`src/inc/run_stats_pkg.sv`:
```
// Package: register map, field layout, timing and encodings of the run statistics block
package run_stats_pkg;

	// ----------------------------------------------------------------
	// Register indices (word addresses on the plain register port)
	// ----------------------------------------------------------------
	localparam logic [3:0] ADDR_RUN_HOURS_BASIC = 4'h0;
	localparam logic [3:0] ADDR_RUN_HOURS_THOUSANDS = 4'h1;
	localparam logic [3:0] ADDR_RUN_CYCLES_BASIC = 4'h2;
	localparam logic [3:0] ADDR_RUN_CYCLES_TEN_THOUSANDS = 4'h3;
	localparam logic [3:0] ADDR_CONTROL = 4'h4;
	localparam logic [3:0] ADDR_FULL_LOAD_CURRENT = 4'h5;
	localparam logic [3:0] ADDR_STOP_LEVEL = 4'h6;
	localparam logic [3:0] ADDR_LOW_CURRENT = 4'h7;
	localparam logic [3:0] ADDR_STATUS = 4'h8;
	localparam logic [3:0] ADDR_TRIP_CODE = 4'h9;

	// ----------------------------------------------------------------
	// Control register fields
	// ----------------------------------------------------------------
	localparam int CTRL_SOFT_STOP_BIT = 0;
	localparam int CTRL_PHASE_LOSS_EN_BIT = 1;
	localparam int CTRL_TRIP_CLEAR_BIT = 2;
	localparam logic [15:0] CTRL_RESET = 16'h0002;

	// ----------------------------------------------------------------
	// Reset values and counter limits
	// ----------------------------------------------------------------
	localparam logic [15:0] COUNTER_RESET = 16'h0000;
	localparam logic [15:0] FLC_RESET = 16'h0000;
	localparam logic [15:0] STOP_LEVEL_RESET = 16'h0000;
	localparam logic [15:0] LOW_CURRENT_RESET = 16'h0000;
	localparam logic [15:0] HOURS_TENTHS_MAX = 16'd9999;
	localparam logic [15:0] COUNT_MAX = 16'd9999;

	// ----------------------------------------------------------------
	// Timing: clock rate, six-minute tenth-hour tick, phase-loss wait
	// ----------------------------------------------------------------
	localparam longint CLK_HZ = 10000000;
	localparam longint TENTH_HOUR_S = 360;
	localparam longint TENTH_HOUR_CYCLES = TENTH_HOUR_S * CLK_HZ;
	localparam longint PHASE_LOSS_S = 3;
	localparam longint PHASE_LOSS_CYCLES = PHASE_LOSS_S * CLK_HZ;

	// ----------------------------------------------------------------
	// Trip code characters (ASCII) and trip conditions
	// ----------------------------------------------------------------
	localparam logic [7:0] CHAR_ACCEL = 8'h41;
	localparam logic [7:0] CHAR_CONST = 8'h63;
	localparam logic [7:0] CHAR_DECEL = 8'h64;
	localparam logic [15:0] COND_PHASE_LOSS = 16'h504C;
	localparam logic [15:0] COND_EXTERNAL_NONE = 16'h0000;

	typedef enum logic [2:0] {
		ST_IDLE,
		ST_ACCEL,
		ST_RUN,
		ST_DECEL,
		ST_TRIP
	} motor_state_t;

endpackage

```
`src/inc/stat_if.sv`:
```
// Interface: tick and count-event signals between sequencer and statistics counters
interface stat_if;
	logic tenth_hour;
	logic run_cycle;
	logic [15:0] hours_basic;
	logic [15:0] hours_thousands;
	logic [15:0] cycles_basic;
	logic [15:0] cycles_ten_thousands;

	modport src (output tenth_hour, output run_cycle,
		input hours_basic, input hours_thousands,
		input cycles_basic, input cycles_ten_thousands);
	modport cnt (input tenth_hour, input run_cycle,
		output hours_basic, output hours_thousands,
		output cycles_basic, output cycles_ten_thousands);
endinterface

```
`src/rtl/run_statistics_and_fault_tag.sv`:
```
// Module: motor start sequencer, run statistics and phase-tagged trip codes
module run_statistics_and_fault_tag
	import run_stats_pkg::*;
#(
	parameter longint TENTH_HOUR_CNT = TENTH_HOUR_CYCLES,
	parameter longint PHASE_LOSS_CNT = PHASE_LOSS_CYCLES
)(
	input wire logic CLK_I,
	input wire logic RST_N_I,
	input wire logic CE_I,
	input wire logic [3:0] ADDR_I,
	input wire logic [15:0] WDATA_I,
	input wire logic WR_I,
	input wire logic RD_I,
	output logic [15:0] RDATA_O,
	input wire logic RUN_CMD_I,
	input wire logic JOG_I,
	input wire logic LINE_OK_I,
	input wire logic FULL_SPEED_I,
	input wire logic [15:0] CURRENT_I,
	input wire logic EXT_TRIP_I,
	input wire logic [15:0] EXT_COND_I,
	output logic MOTOR_ON_O,
	output logic AT_SPEED_O,
	output logic TRIP_O,
	output logic [23:0] TRIP_CODE_O
);

	// ----------------------------------------------------------------
	// Registers and state
	// ----------------------------------------------------------------
	motor_state_t state_q, state_d;
	logic [15:0] ctrl_q;
	logic [15:0] flc_q;
	logic [15:0] stop_lvl_q;
	logic [15:0] low_cur_q;
	logic [31:0] hour_div_q;
	logic [31:0] pl_cnt_q;
	logic [23:0] code_q;
	logic tick_q;
	logic cycle_q;
	logic motor_on_q;
	logic at_speed_q;
	logic trip_q;
	logic [15:0] rdata_q;

	stat_if st ();

	stat_counters u_cnt (
		.clk_i(CLK_I),
		.rst_n_i(RST_N_I),
		.ce_i(CE_I),
		.st(st.cnt)
	);

	// ----------------------------------------------------------------
	// Decode and condition wires
	// ----------------------------------------------------------------
	wire wr_ctrl = WR_I && (ADDR_I == ADDR_CONTROL);
	wire wr_flc = WR_I && (ADDR_I == ADDR_FULL_LOAD_CURRENT);
	wire wr_stop = WR_I && (ADDR_I == ADDR_STOP_LEVEL);
	wire wr_low = WR_I && (ADDR_I == ADDR_LOW_CURRENT);
	wire trip_clr = wr_ctrl && WDATA_I[CTRL_TRIP_CLEAR_BIT];
	wire soft_stop = ctrl_q[CTRL_SOFT_STOP_BIT];
	wire pl_en = ctrl_q[CTRL_PHASE_LOSS_EN_BIT];
	wire flc_ok = (flc_q != FLC_RESET);
	wire start_ok = RUN_CMD_I && LINE_OK_I && flc_ok;
	wire jog_ok = JOG_I && LINE_OK_I && flc_ok;
	wire running = (state_q == ST_ACCEL) || (state_q == ST_RUN) ||
		(state_q == ST_DECEL);
	// Time accrues in every powered phase, jog included
	wire timing = running || (state_q == ST_IDLE && jog_ok);
	wire low_cur = CURRENT_I < low_cur_q;
	// Fires only if the last cycle of the window is still low
	wire pl_fire = pl_en && (state_q == ST_RUN) && low_cur &&
		(pl_cnt_q == 32'(PHASE_LOSS_CNT - 1));
	// A trip still present at the clear wins over the clear
	wire trip_evt = (EXT_TRIP_I || pl_fire) &&
		((state_q != ST_TRIP) || trip_clr);
	wire [15:0] cond = pl_fire ? COND_PHASE_LOSS : EXT_COND_I;
	wire div_end = (hour_div_q == 32'(TENTH_HOUR_CNT - 1));
	wire reach_speed = (state_q == ST_ACCEL) && FULL_SPEED_I && RUN_CMD_I;

	// Phase suffix from the state in force at the trip
	function automatic logic [7:0] suffix(input motor_state_t s);
		unique case (s)
			ST_ACCEL: suffix = CHAR_ACCEL;
			ST_RUN: suffix = CHAR_CONST;
			ST_IDLE, ST_DECEL, ST_TRIP: suffix = CHAR_DECEL;
		endcase
	endfunction

	// ----------------------------------------------------------------
	// Sequencer next state
	// ----------------------------------------------------------------
	always_comb begin
		state_d = state_q;
		unique case (state_q)
			ST_IDLE: begin
				if (start_ok)
					state_d = ST_ACCEL;
			end
			ST_ACCEL: begin
				if (!RUN_CMD_I)
					state_d = soft_stop ? ST_DECEL : ST_IDLE;
				else if (FULL_SPEED_I)
					state_d = ST_RUN;
			end
			ST_RUN: begin
				if (!RUN_CMD_I)
					state_d = soft_stop ? ST_DECEL : ST_IDLE;
			end
			ST_DECEL: begin
				if (CURRENT_I <= stop_lvl_q)
					state_d = ST_IDLE;
			end
			ST_TRIP: begin
				if (trip_clr)
					state_d = ST_IDLE;
			end
		endcase
		// Trip overrides every other move
		if (trip_evt)
			state_d = ST_TRIP;
	end

	// ----------------------------------------------------------------
	// State and output flops
	// ----------------------------------------------------------------
	always_ff @(posedge CLK_I or negedge RST_N_I) begin
		if (!RST_N_I) begin
			state_q <= ST_IDLE;
			motor_on_q <= 1'b0;
			at_speed_q <= 1'b0;
			trip_q <= 1'b0;
		end else if (CE_I) begin
			state_q <= state_d;
			motor_on_q <= (state_d == ST_ACCEL) || (state_d == ST_RUN) ||
				(state_d == ST_DECEL) ||
				(state_d == ST_IDLE && jog_ok);
			at_speed_q <= (state_d == ST_RUN);
			trip_q <= (state_d == ST_TRIP);
		end
	end

	// ----------------------------------------------------------------
	// Trip code capture: condition pair plus phase character
	// ----------------------------------------------------------------
	always_ff @(posedge CLK_I or negedge RST_N_I) begin
		if (!RST_N_I)
			code_q <= 24'h000000;
		else if (CE_I && trip_evt)
			code_q <= {cond, suffix(state_q)};
	end

	// ----------------------------------------------------------------
	// Phase-loss timer: counts continuous low-current cycles at speed
	// ----------------------------------------------------------------
	always_ff @(posedge CLK_I or negedge RST_N_I) begin
		if (!RST_N_I)
			pl_cnt_q <= 32'h00000000;
		else if (CE_I) begin
			if (state_q == ST_RUN && low_cur && pl_en && !pl_fire)
				pl_cnt_q <= pl_cnt_q + 32'h00000001;
			else
				pl_cnt_q <= 32'h00000000;
		end
	end

	// ----------------------------------------------------------------
	// Six-minute divider; remainder kept across stops so time is exact
	// ----------------------------------------------------------------
	always_ff @(posedge CLK_I or negedge RST_N_I) begin
		if (!RST_N_I) begin
			hour_div_q <= 32'h00000000;
			tick_q <= 1'b0;
			cycle_q <= 1'b0;
		end else if (CE_I) begin
			tick_q <= timing && div_end;
			cycle_q <= reach_speed && !trip_evt;
			if (timing)
				hour_div_q <= div_end ? 32'h00000000 :
					hour_div_q + 32'h00000001;
		end
	end

	assign st.tenth_hour = tick_q && CE_I;
	assign st.run_cycle = cycle_q && CE_I;

	// ----------------------------------------------------------------
	// Software-written settings
	// ----------------------------------------------------------------
	always_ff @(posedge CLK_I or negedge RST_N_I) begin
		if (!RST_N_I) begin
			ctrl_q <= CTRL_RESET;
			flc_q <= FLC_RESET;
			stop_lvl_q <= STOP_LEVEL_RESET;
			low_cur_q <= LOW_CURRENT_RESET;
		end else if (CE_I) begin
			if (wr_ctrl)
				ctrl_q <= WDATA_I & ~(16'h0001 << CTRL_TRIP_CLEAR_BIT);
			if (wr_flc)
				flc_q <= WDATA_I;
			if (wr_stop)
				stop_lvl_q <= WDATA_I;
			if (wr_low)
				low_cur_q <= WDATA_I;
		end
	end

	// ----------------------------------------------------------------
	// Read path: data stands one cycle after the strobe, zero otherwise
	// ----------------------------------------------------------------
	logic [15:0] rd_mux;
	always_comb begin
		rd_mux = 16'h0000;
		unique case (ADDR_I)
			ADDR_RUN_HOURS_BASIC: rd_mux = st.hours_basic;
			ADDR_RUN_HOURS_THOUSANDS: rd_mux = st.hours_thousands;
			ADDR_RUN_CYCLES_BASIC: rd_mux = st.cycles_basic;
			ADDR_RUN_CYCLES_TEN_THOUSANDS: rd_mux = st.cycles_ten_thousands;
			ADDR_CONTROL: rd_mux = ctrl_q;
			ADDR_FULL_LOAD_CURRENT: rd_mux = flc_q;
			ADDR_STOP_LEVEL: rd_mux = stop_lvl_q;
			ADDR_LOW_CURRENT: rd_mux = low_cur_q;
			ADDR_STATUS: rd_mux = {11'h000, !flc_ok, trip_q, at_speed_q,
				motor_on_q, 1'b0};
			ADDR_TRIP_CODE: rd_mux = {8'h00, code_q[7:0]};
			default: rd_mux = 16'h0000; // Unmapped reads zero
		endcase
	end

	always_ff @(posedge CLK_I or negedge RST_N_I) begin
		if (!RST_N_I)
			rdata_q <= 16'h0000;
		else if (CE_I)
			rdata_q <= RD_I ? rd_mux : 16'h0000;
	end

	assign RDATA_O = rdata_q;
	assign MOTOR_ON_O = motor_on_q;
	assign AT_SPEED_O = at_speed_q;
	assign TRIP_O = trip_q;
	assign TRIP_CODE_O = code_q;

endmodule

```
`src/rtl/stat_counters.sv`:
```
// Module: run-time meter and run-cycle counter with overflow counters
module stat_counters
	import run_stats_pkg::*;
(
	input wire logic clk_i,
	input wire logic rst_n_i,
	input wire logic ce_i,
	stat_if.cnt st
);

	logic [15:0] hb_q;
	logic [15:0] hk_q;
	logic [15:0] cb_q;
	logic [15:0] ck_q;

	// Decimal wrap helper: step a 0..9999 counter
	function automatic logic [15:0] step(input logic [15:0] v,
		input logic [15:0] lim);
		step = (v == lim) ? COUNTER_RESET : v + 16'h0001;
	endfunction

	wire hb_wrap = st.tenth_hour && (hb_q == HOURS_TENTHS_MAX);
	wire cb_wrap = st.run_cycle && (cb_q == COUNT_MAX);

	// Counters start from zero at reset; overflow counters wrap 9999 to 0
	always_ff @(posedge clk_i or negedge rst_n_i) begin
		if (!rst_n_i) begin
			hb_q <= COUNTER_RESET;
			hk_q <= COUNTER_RESET;
			cb_q <= COUNTER_RESET;
			ck_q <= COUNTER_RESET;
		end else if (ce_i) begin
			if (st.tenth_hour)
				hb_q <= step(hb_q, HOURS_TENTHS_MAX);
			if (hb_wrap)
				hk_q <= step(hk_q, COUNT_MAX);
			if (st.run_cycle)
				cb_q <= step(cb_q, COUNT_MAX);
			if (cb_wrap)
				ck_q <= step(ck_q, COUNT_MAX);
		end
	end

	assign st.hours_basic = hb_q;
	assign st.hours_thousands = hk_q;
	assign st.cycles_basic = cb_q;
	assign st.cycles_ten_thousands = ck_q;

endmodule

```
`config.mk`:
```
export PLATFORM = sky130hd
export DESIGN_NAME = run_statistics_and_fault_tag
export DESIGN_NICKNAME = d
export VERILOG_FILES = /design/src/inc/run_stats_pkg.sv /design/src/inc/stat_if.sv /design/src/rtl/run_statistics_and_fault_tag.sv /design/src/rtl/stat_counters.sv
export SDC_FILE = /design/constraint.sdc
export NUM_CORES = 1
export LEC_CHECK = 0
export BUFFER_PORTS_ARGS = -buffer_cell sky130_fd_sc_hd__buf_2
export CAP_MARGIN = 5
export CELL_PAD_IN_SITES_DETAIL_PLACEMENT = 2
export CELL_PAD_IN_SITES_GLOBAL_PLACEMENT = 2
export CORE_ASPECT_RATIO = 1.2
export CORE_MARGIN = 2
export CORE_UTILIZATION = 39
export CTS_CLUSTER_SIZE = 25
export DETAILED_ROUTE_END_ITERATION = 8
export GPL_TIMING_DRIVEN = 1
export PLACE_DENSITY = 0.83
export SYNTH_ARGS = -nofsm -noshare
export SYNTH_HDL_FRONTEND = slang
export SYNTH_SLANG_ARGS = --single-unit
```
`constraint.sdc`:
```
create_clock -name CLK_I -period 3.85 [get_ports CLK_I]
set_input_delay 0.5775 -clock CLK_I [delete_from_list [all_inputs] [get_ports CLK_I]]
set_output_delay 0.5775 -clock CLK_I [all_outputs]
set_load 0.03 [all_outputs]
```
Yosys cells after proc, flatten, opt, wreduce, memory -nomap -nowiden
Index checks and enable logic that the tools add are counted.
Widths: inputs -> output; s select.

word-level totals
  register bits = 239
  bits of input ports = 62
  output and inout bits = 43

operators by class
  add/sub/neg operators = 6
  order comparisons = 2
  equal/unequal tests = 24
  muxes and demuxes = 19
  reductions and logical operators = 52

operators with widths
  kind                   count
  $pmux 16 s10           1
  $mux 16                6
  $add 16x1->16 const B  4
  $add 32x1->32 const B  2
  $eq 16x14->1 const B   4
  $mux 32                2
  $eq 32x25->1 const B   1
  $eq 32x32->1 const B   1
  $logic_and 1x1->1      27
  $pmux 8 s3             1
  $mux 3                 7
  $reduce_and 2->1       9
  $eq 4x3->1 const B     4
  $le 16x16->1           1
  $lt 16x16->1           1
  $reduce_bool 16->1     1
  $pmux 3 s5             1
  $eq 3x2->1 const B     4
  $eq 4x2->1 const B     2
  $eq 4x4->1 const B     2
  $logic_or 1x1->1       8
  $eq 3x1->1 const B     2
  $eq 3x3->1 const B     2
  $logic_not 3->1        2
  other kinds (6)        8

Longest topological paths before layout
  word-level depth = 11
  mapped depth = 10
  gate-level depth less buffers = 8

By module
Synthesis repeated with hierarchy kept, for this count alone.

unflattened totals
  cell total of the unflattened synthesis = 1256
  area, all modules = 12348.1 um^2

by module, submodules not included
  module                        instances  cells each  area each (um^2)  seq. area each (um^2)
  run_statistics_and_fault_tag  1          934         9178.8            4305.4
  stat_counters                 1          322         3169.3            1601.5

Least setup slack after synthesis
OpenSTA, ideal clock, no wires.

  path type = input -> register
  from = in CURRENT_I[14]
  to = reg code_q[10] (netlist: TRIP_CODE_O[10])
  arrival = 2.742 ns
  required time = 3.725 ns
  path slack = 0.983 ns
  stages = 8
  buffers on the path = 1
  cell sequence = ha_1 > nand4_1 > or3_1 > or4_4 > a41oi_4 > nor3_2 > buf_6 > mux2_4

between the ends
  longest elaborated chain between the ends = 6

RTL lines
  item                               RTL line                             text
  start, declared                    run_statistics_and_fault_tag.sv:20   input wire logic [15:0] CURRENT_I,
  $lt 16x16->1 *                     run_statistics_and_fault_tag.sv:73   wire low_cur = CURRENT_I < low_cur_q;
  $logic_and 1x1->1 * (2 in series)  run_statistics_and_fault_tag.sv:75   wire pl_fire = pl_en && (state_q == ST_RUN) && low_cur &&
  $logic_or 1x1->1                   run_statistics_and_fault_tag.sv:78   wire trip_evt = (EXT_TRIP_I || pl_fire) &&
  $logic_and 1x1->1                  run_statistics_and_fault_tag.sv:78
  $logic_and 1x1->1                  run_statistics_and_fault_tag.sv:152  else if (CE_I && trip_evt)
  end signal, assigned               run_statistics_and_fault_tag.sv:153  code_q <= {cond, suffix(state_q)};
  end, declared                      run_statistics_and_fault_tag.sv:39   logic [23:0] code_q;

Mark *: on every way between the ends. The rest lies on a longest branch, timed or not.
A chain may end at the register's enable or synchronous reset.

Final worst setup path
  from = reg low_cur_q[15]
  to = reg code_q[1] (netlist: TRIP_CODE_O[1])

between the ends
  longest elaborated chain between the ends = 6

RTL lines
  item                             RTL line                             text
  start, declared                  run_statistics_and_fault_tag.sv:36   logic [15:0] low_cur_q;
  start signal, assigned           run_statistics_and_fault_tag.sv:198  low_cur_q <= LOW_CURRENT_RESET;
  start signal, assigned           run_statistics_and_fault_tag.sv:207  low_cur_q <= WDATA_I;
  $lt 16x16->1                     run_statistics_and_fault_tag.sv:73
  $logic_and 1x1->1 (2 in series)  run_statistics_and_fault_tag.sv:75
  $logic_or 1x1->1                 run_statistics_and_fault_tag.sv:78
  $logic_and 1x1->1                run_statistics_and_fault_tag.sv:78
  $logic_and 1x1->1                run_statistics_and_fault_tag.sv:152

Every way passes these cells.

==> results.yml <==
outcome:
  outcome: "complete, no violations"
worst_setup_path:
  startpoint: "low_cur_q[15]$_DFFE_PN0P_"
  crit_path_max_incr_delay_ps: 620
  worstSetupPathType: "reg -> reg"
  arrival_ps: 3510
  crit_path_end_kind: "flop"
  r2r-start: "low_cur_q[15]$_DFFE_PN0P_"
  crit_slowest_cell: "or4_4"
  cp_cell_sequence: "inv_1 -> ha_1 -> nand4_1 -> or3_1 -> or4_4 -> a41oi_4 -> nor3_4 -> buf_12 -> mux2_1"
  worst-path-max-fanout: 21
  worst_ep_required_time_ps: 4280
  critPathLaunchType: "flop"
floorplanning:
  die_h_um: 200
  dieArea_mm2: 0.0333
  num_io_pins: 105
  core_area_mm2: 0.0314
  start_util_pct: 39.6
  rows: 71
  dieWidth_um: 167
synth:
  yosys.area.top_type: "dfrtp_1"
  synth_seq_cells: 236
  syn_avg_cell_area_um2: 9.81
  synth_edf_count: 0
  synthTopCellsByArea: "dfrtp_1, xnor2_1, ha_1"
  synth_cells: 1267
  ys_types: 68
  post-synth-top-count-cell: "dfrtp_1"
  async_flop_share_pct: 100
  yosysWarnings: 0
  synth_commonest_cells: "dfrtp_1, nand2_1, nor2_1"
  synth-seq-area-share_pct: 47.5
  synth_top_area_share_pct: 47.3
  syn-cell-area_mm2: 0.0124
  yosys_most_used_dff: "dfrtp_1"
global_route:
  grt.total_usage_pct: 26.6
  grt_antenna_before_repair: 7
  grt_overflow: 0
  grt_pass1_wl_um: 69600
  grt_max_degree: 100
  grt_pass1_vias: 11900
min_path:
  min_path_type: "in -> async"
cts:
  post_cts_buffers: 0
  cts_made_buffers: 26
  path_clk_slew_ps: 60
  htreeDepth: 1
  cts_sinks: 236
  cts_resized: 0
  ctsHoldBuffers: 0
  cts_buffer_depth: 3
  clkLatencyLatePin_ps: 550
  tritoncts: "done"
  cts-root-buf: "clkbuf_16"
pwr:
  combPwrFrac_pct: 18.5
  p_leak_nw: 6.44
  finalPower_mw: 6.89
  powerDensity_mw_per_mm2: 479
  clkPwrFrac_pct: 37.8
  ir_drop_mv: 0.387
  p_int_mw: 4.76
  seq_power_share_pct: 43.7
  power_switching_mw: 2.13
  swShare_pct: 30.9
timing:
  period_minus_slack_ps: 3090
  tightest_slew_ps: 856
  rsz0062_at_grt: "no"
  relSlewSlack_pct: 42.7
  max_freq_mhz: 324
  final.setup.worst_slack_ps: 764
  hold_viol: 0
  fin_crit_sh_pct: 80.2
  setup_violations: 0
  timing.setup.tns_ps: 0
  skew_ps: 19.5
  holdWs_ps: 72.6
  slew_viol_final: 0
layout:
  syn_to_final_growth_pct: 15.7
  drive_gt1_share_pct: 17.0
  n_fill_cell: 3316
  regArea_mm2: 0.00591
  nNetsFinal: 1472
  multi_input_area_mm2: 0.00608
  utilization_pct: 45.9
job:
  max_cap_viol_count: 0
route:
  drt-initial-drc-count: 608
  drc_errors: 0
  via_count: 10500
  viasPerCell: 5.83
  wl_per_cell_um: 24.3
  ant_nets: 0
  first_pass_iters: 4
  drt-total-wl_um: 43700
placement:
  gp_congestion: 0.894
  io_buffers: 101
  preCtsSetupSlack_ps: 526
  dpl.hpwl_um: 31700
==> metal layers <==
metal / track usage [%] / share of wire (%)
met4: 9.48 / 3.6
met2: 47.7 / 51
met1: 32.6 / 41
met3: 3.68 / 4.0
met5: 0 / 0.069
==> final cells by class <==
cell class / count / share of cell area, %
clock buffers: 40 / 5.52
repair buffers: 133 / 5.43
well taps: 401 / 3.49
flip-flops and latches: 236 / 41.1
diodes: 5 / 0.0870
multi-input cells: 915 / 42.3
clock inverters: 6 / 0.557
inverters: 61 / 1.59
==> placed cells by master, fill, tap and decap left out, types with 19 or more instances in the layout <==
cell       synthesis  final
dfrtp_1          235    235
nand2_1          121    121
nor2_1           105    105
buf_2              3    100
nand3_1           72     72
xnor2_1           63     63
inv_1             60     60
o21ai_0           59     59
nand4_1           41     41
ha_1              37     37
mux2_2            35     35
a22oi_1           35     35
xor2_1            35     35
and3_1            30     30
buf_4              6     30
nor4_1            29     28
clkbuf_16          0     27
a21oi_1           25     25
nor3_1            21     21
mux2i_1           19     19
==> state kept, by name (all words and copies together), names as in the netlist, 3 cells and up <==
| signal | count |
|---|---|
| hour_div_q | 32 |
| pl_cnt_q | 32 |
| TRIP_CODE_O | 21 |
| RDATA_O | 16 |
| flc_q | 16 |
| low_cur_q | 16 |
| stop_lvl_q | 16 |
| u_cnt.st.cycles_basic | 16 |
| u_cnt.st.cycles_ten_thousands | 16 |
| u_cnt.st.hours_basic | 16 |
| u_cnt.st.hours_thousands | 16 |
| ctrl_q | 15 |
| state_q | 3 |
==> logic make-up (layout without fill, tap and decap cells) <==
family          after synthesis  count (layout)  share of synthesized area [%]
compound gates              214             214                           11.9
xor+xnor                     98              98                           6.91
fa+ha+maj                    37              37                           3.72
buf+inv                     118             240                           3.84
flops                       236             236                           47.5
mux                          62              62                           5.64
other cells                   1               8                         0.0302
simple gates                501             501                           20.4
==> through the flow <==
stage / instance area (µm²) / cells
finish: 14400 / 1797
CTS: 14400 / 1792
global placement: 13500 / 1746
detailed placement: 13500 / 1746
floorplan: 12400 / 1269
global route: 14400 / 1795
==> final timing paths <==
kind / end / cells after the start / slack, ps
worst min register to register: RDATA_O[14]$_DFFE_PN0P_ / 1 / 470
worst max-delay path: TRIP_CODE_O[1]$_DFFE_PN0P_ / 9 / 760
max in group asynchronous: stop_lvl_q[12]$_DFFE_PN0P_ / 2 / 2880
min in group CLK_I: TRIP_CODE_O[9]$_DFFE_PN0P_ / 3 / 280
worst max register to register: TRIP_CODE_O[1]$_DFFE_PN0P_ / 9 / 760
worst min-delay path: RDATA_O[8]$_DFFE_PN0P_ / 1 / 70
==> critical path: cells and delay by family, from the launching register on <==
family | cells | cell delay, ps
AOI/OAI and AO/OA | 1 | 360
adders and majority gates | 1 | 320
buffers and inverters | 2 | 300
DFF | 1 | 370
muxes | 1 | 320
and+or+nand+nor | 4 | 1300
==> power by group through the flow <==
stage | sequential (mW) | clock [mW] | combinational (mW)
2_1_floorplan | 3.15 | 0 | 0.601
3_3_place_gp | 3.02 | 0 | 1.19
3_5_place_dp | 3.04 | 0 | 1.27
4_1_cts | 3.01 | 2.65 | 1.29
5_1_grt | 3.05 | 2.74 | 1.40
6_report | 3.01 | 2.61 | 1.28
Note: power is estimated with default switching activity, not from simulation.
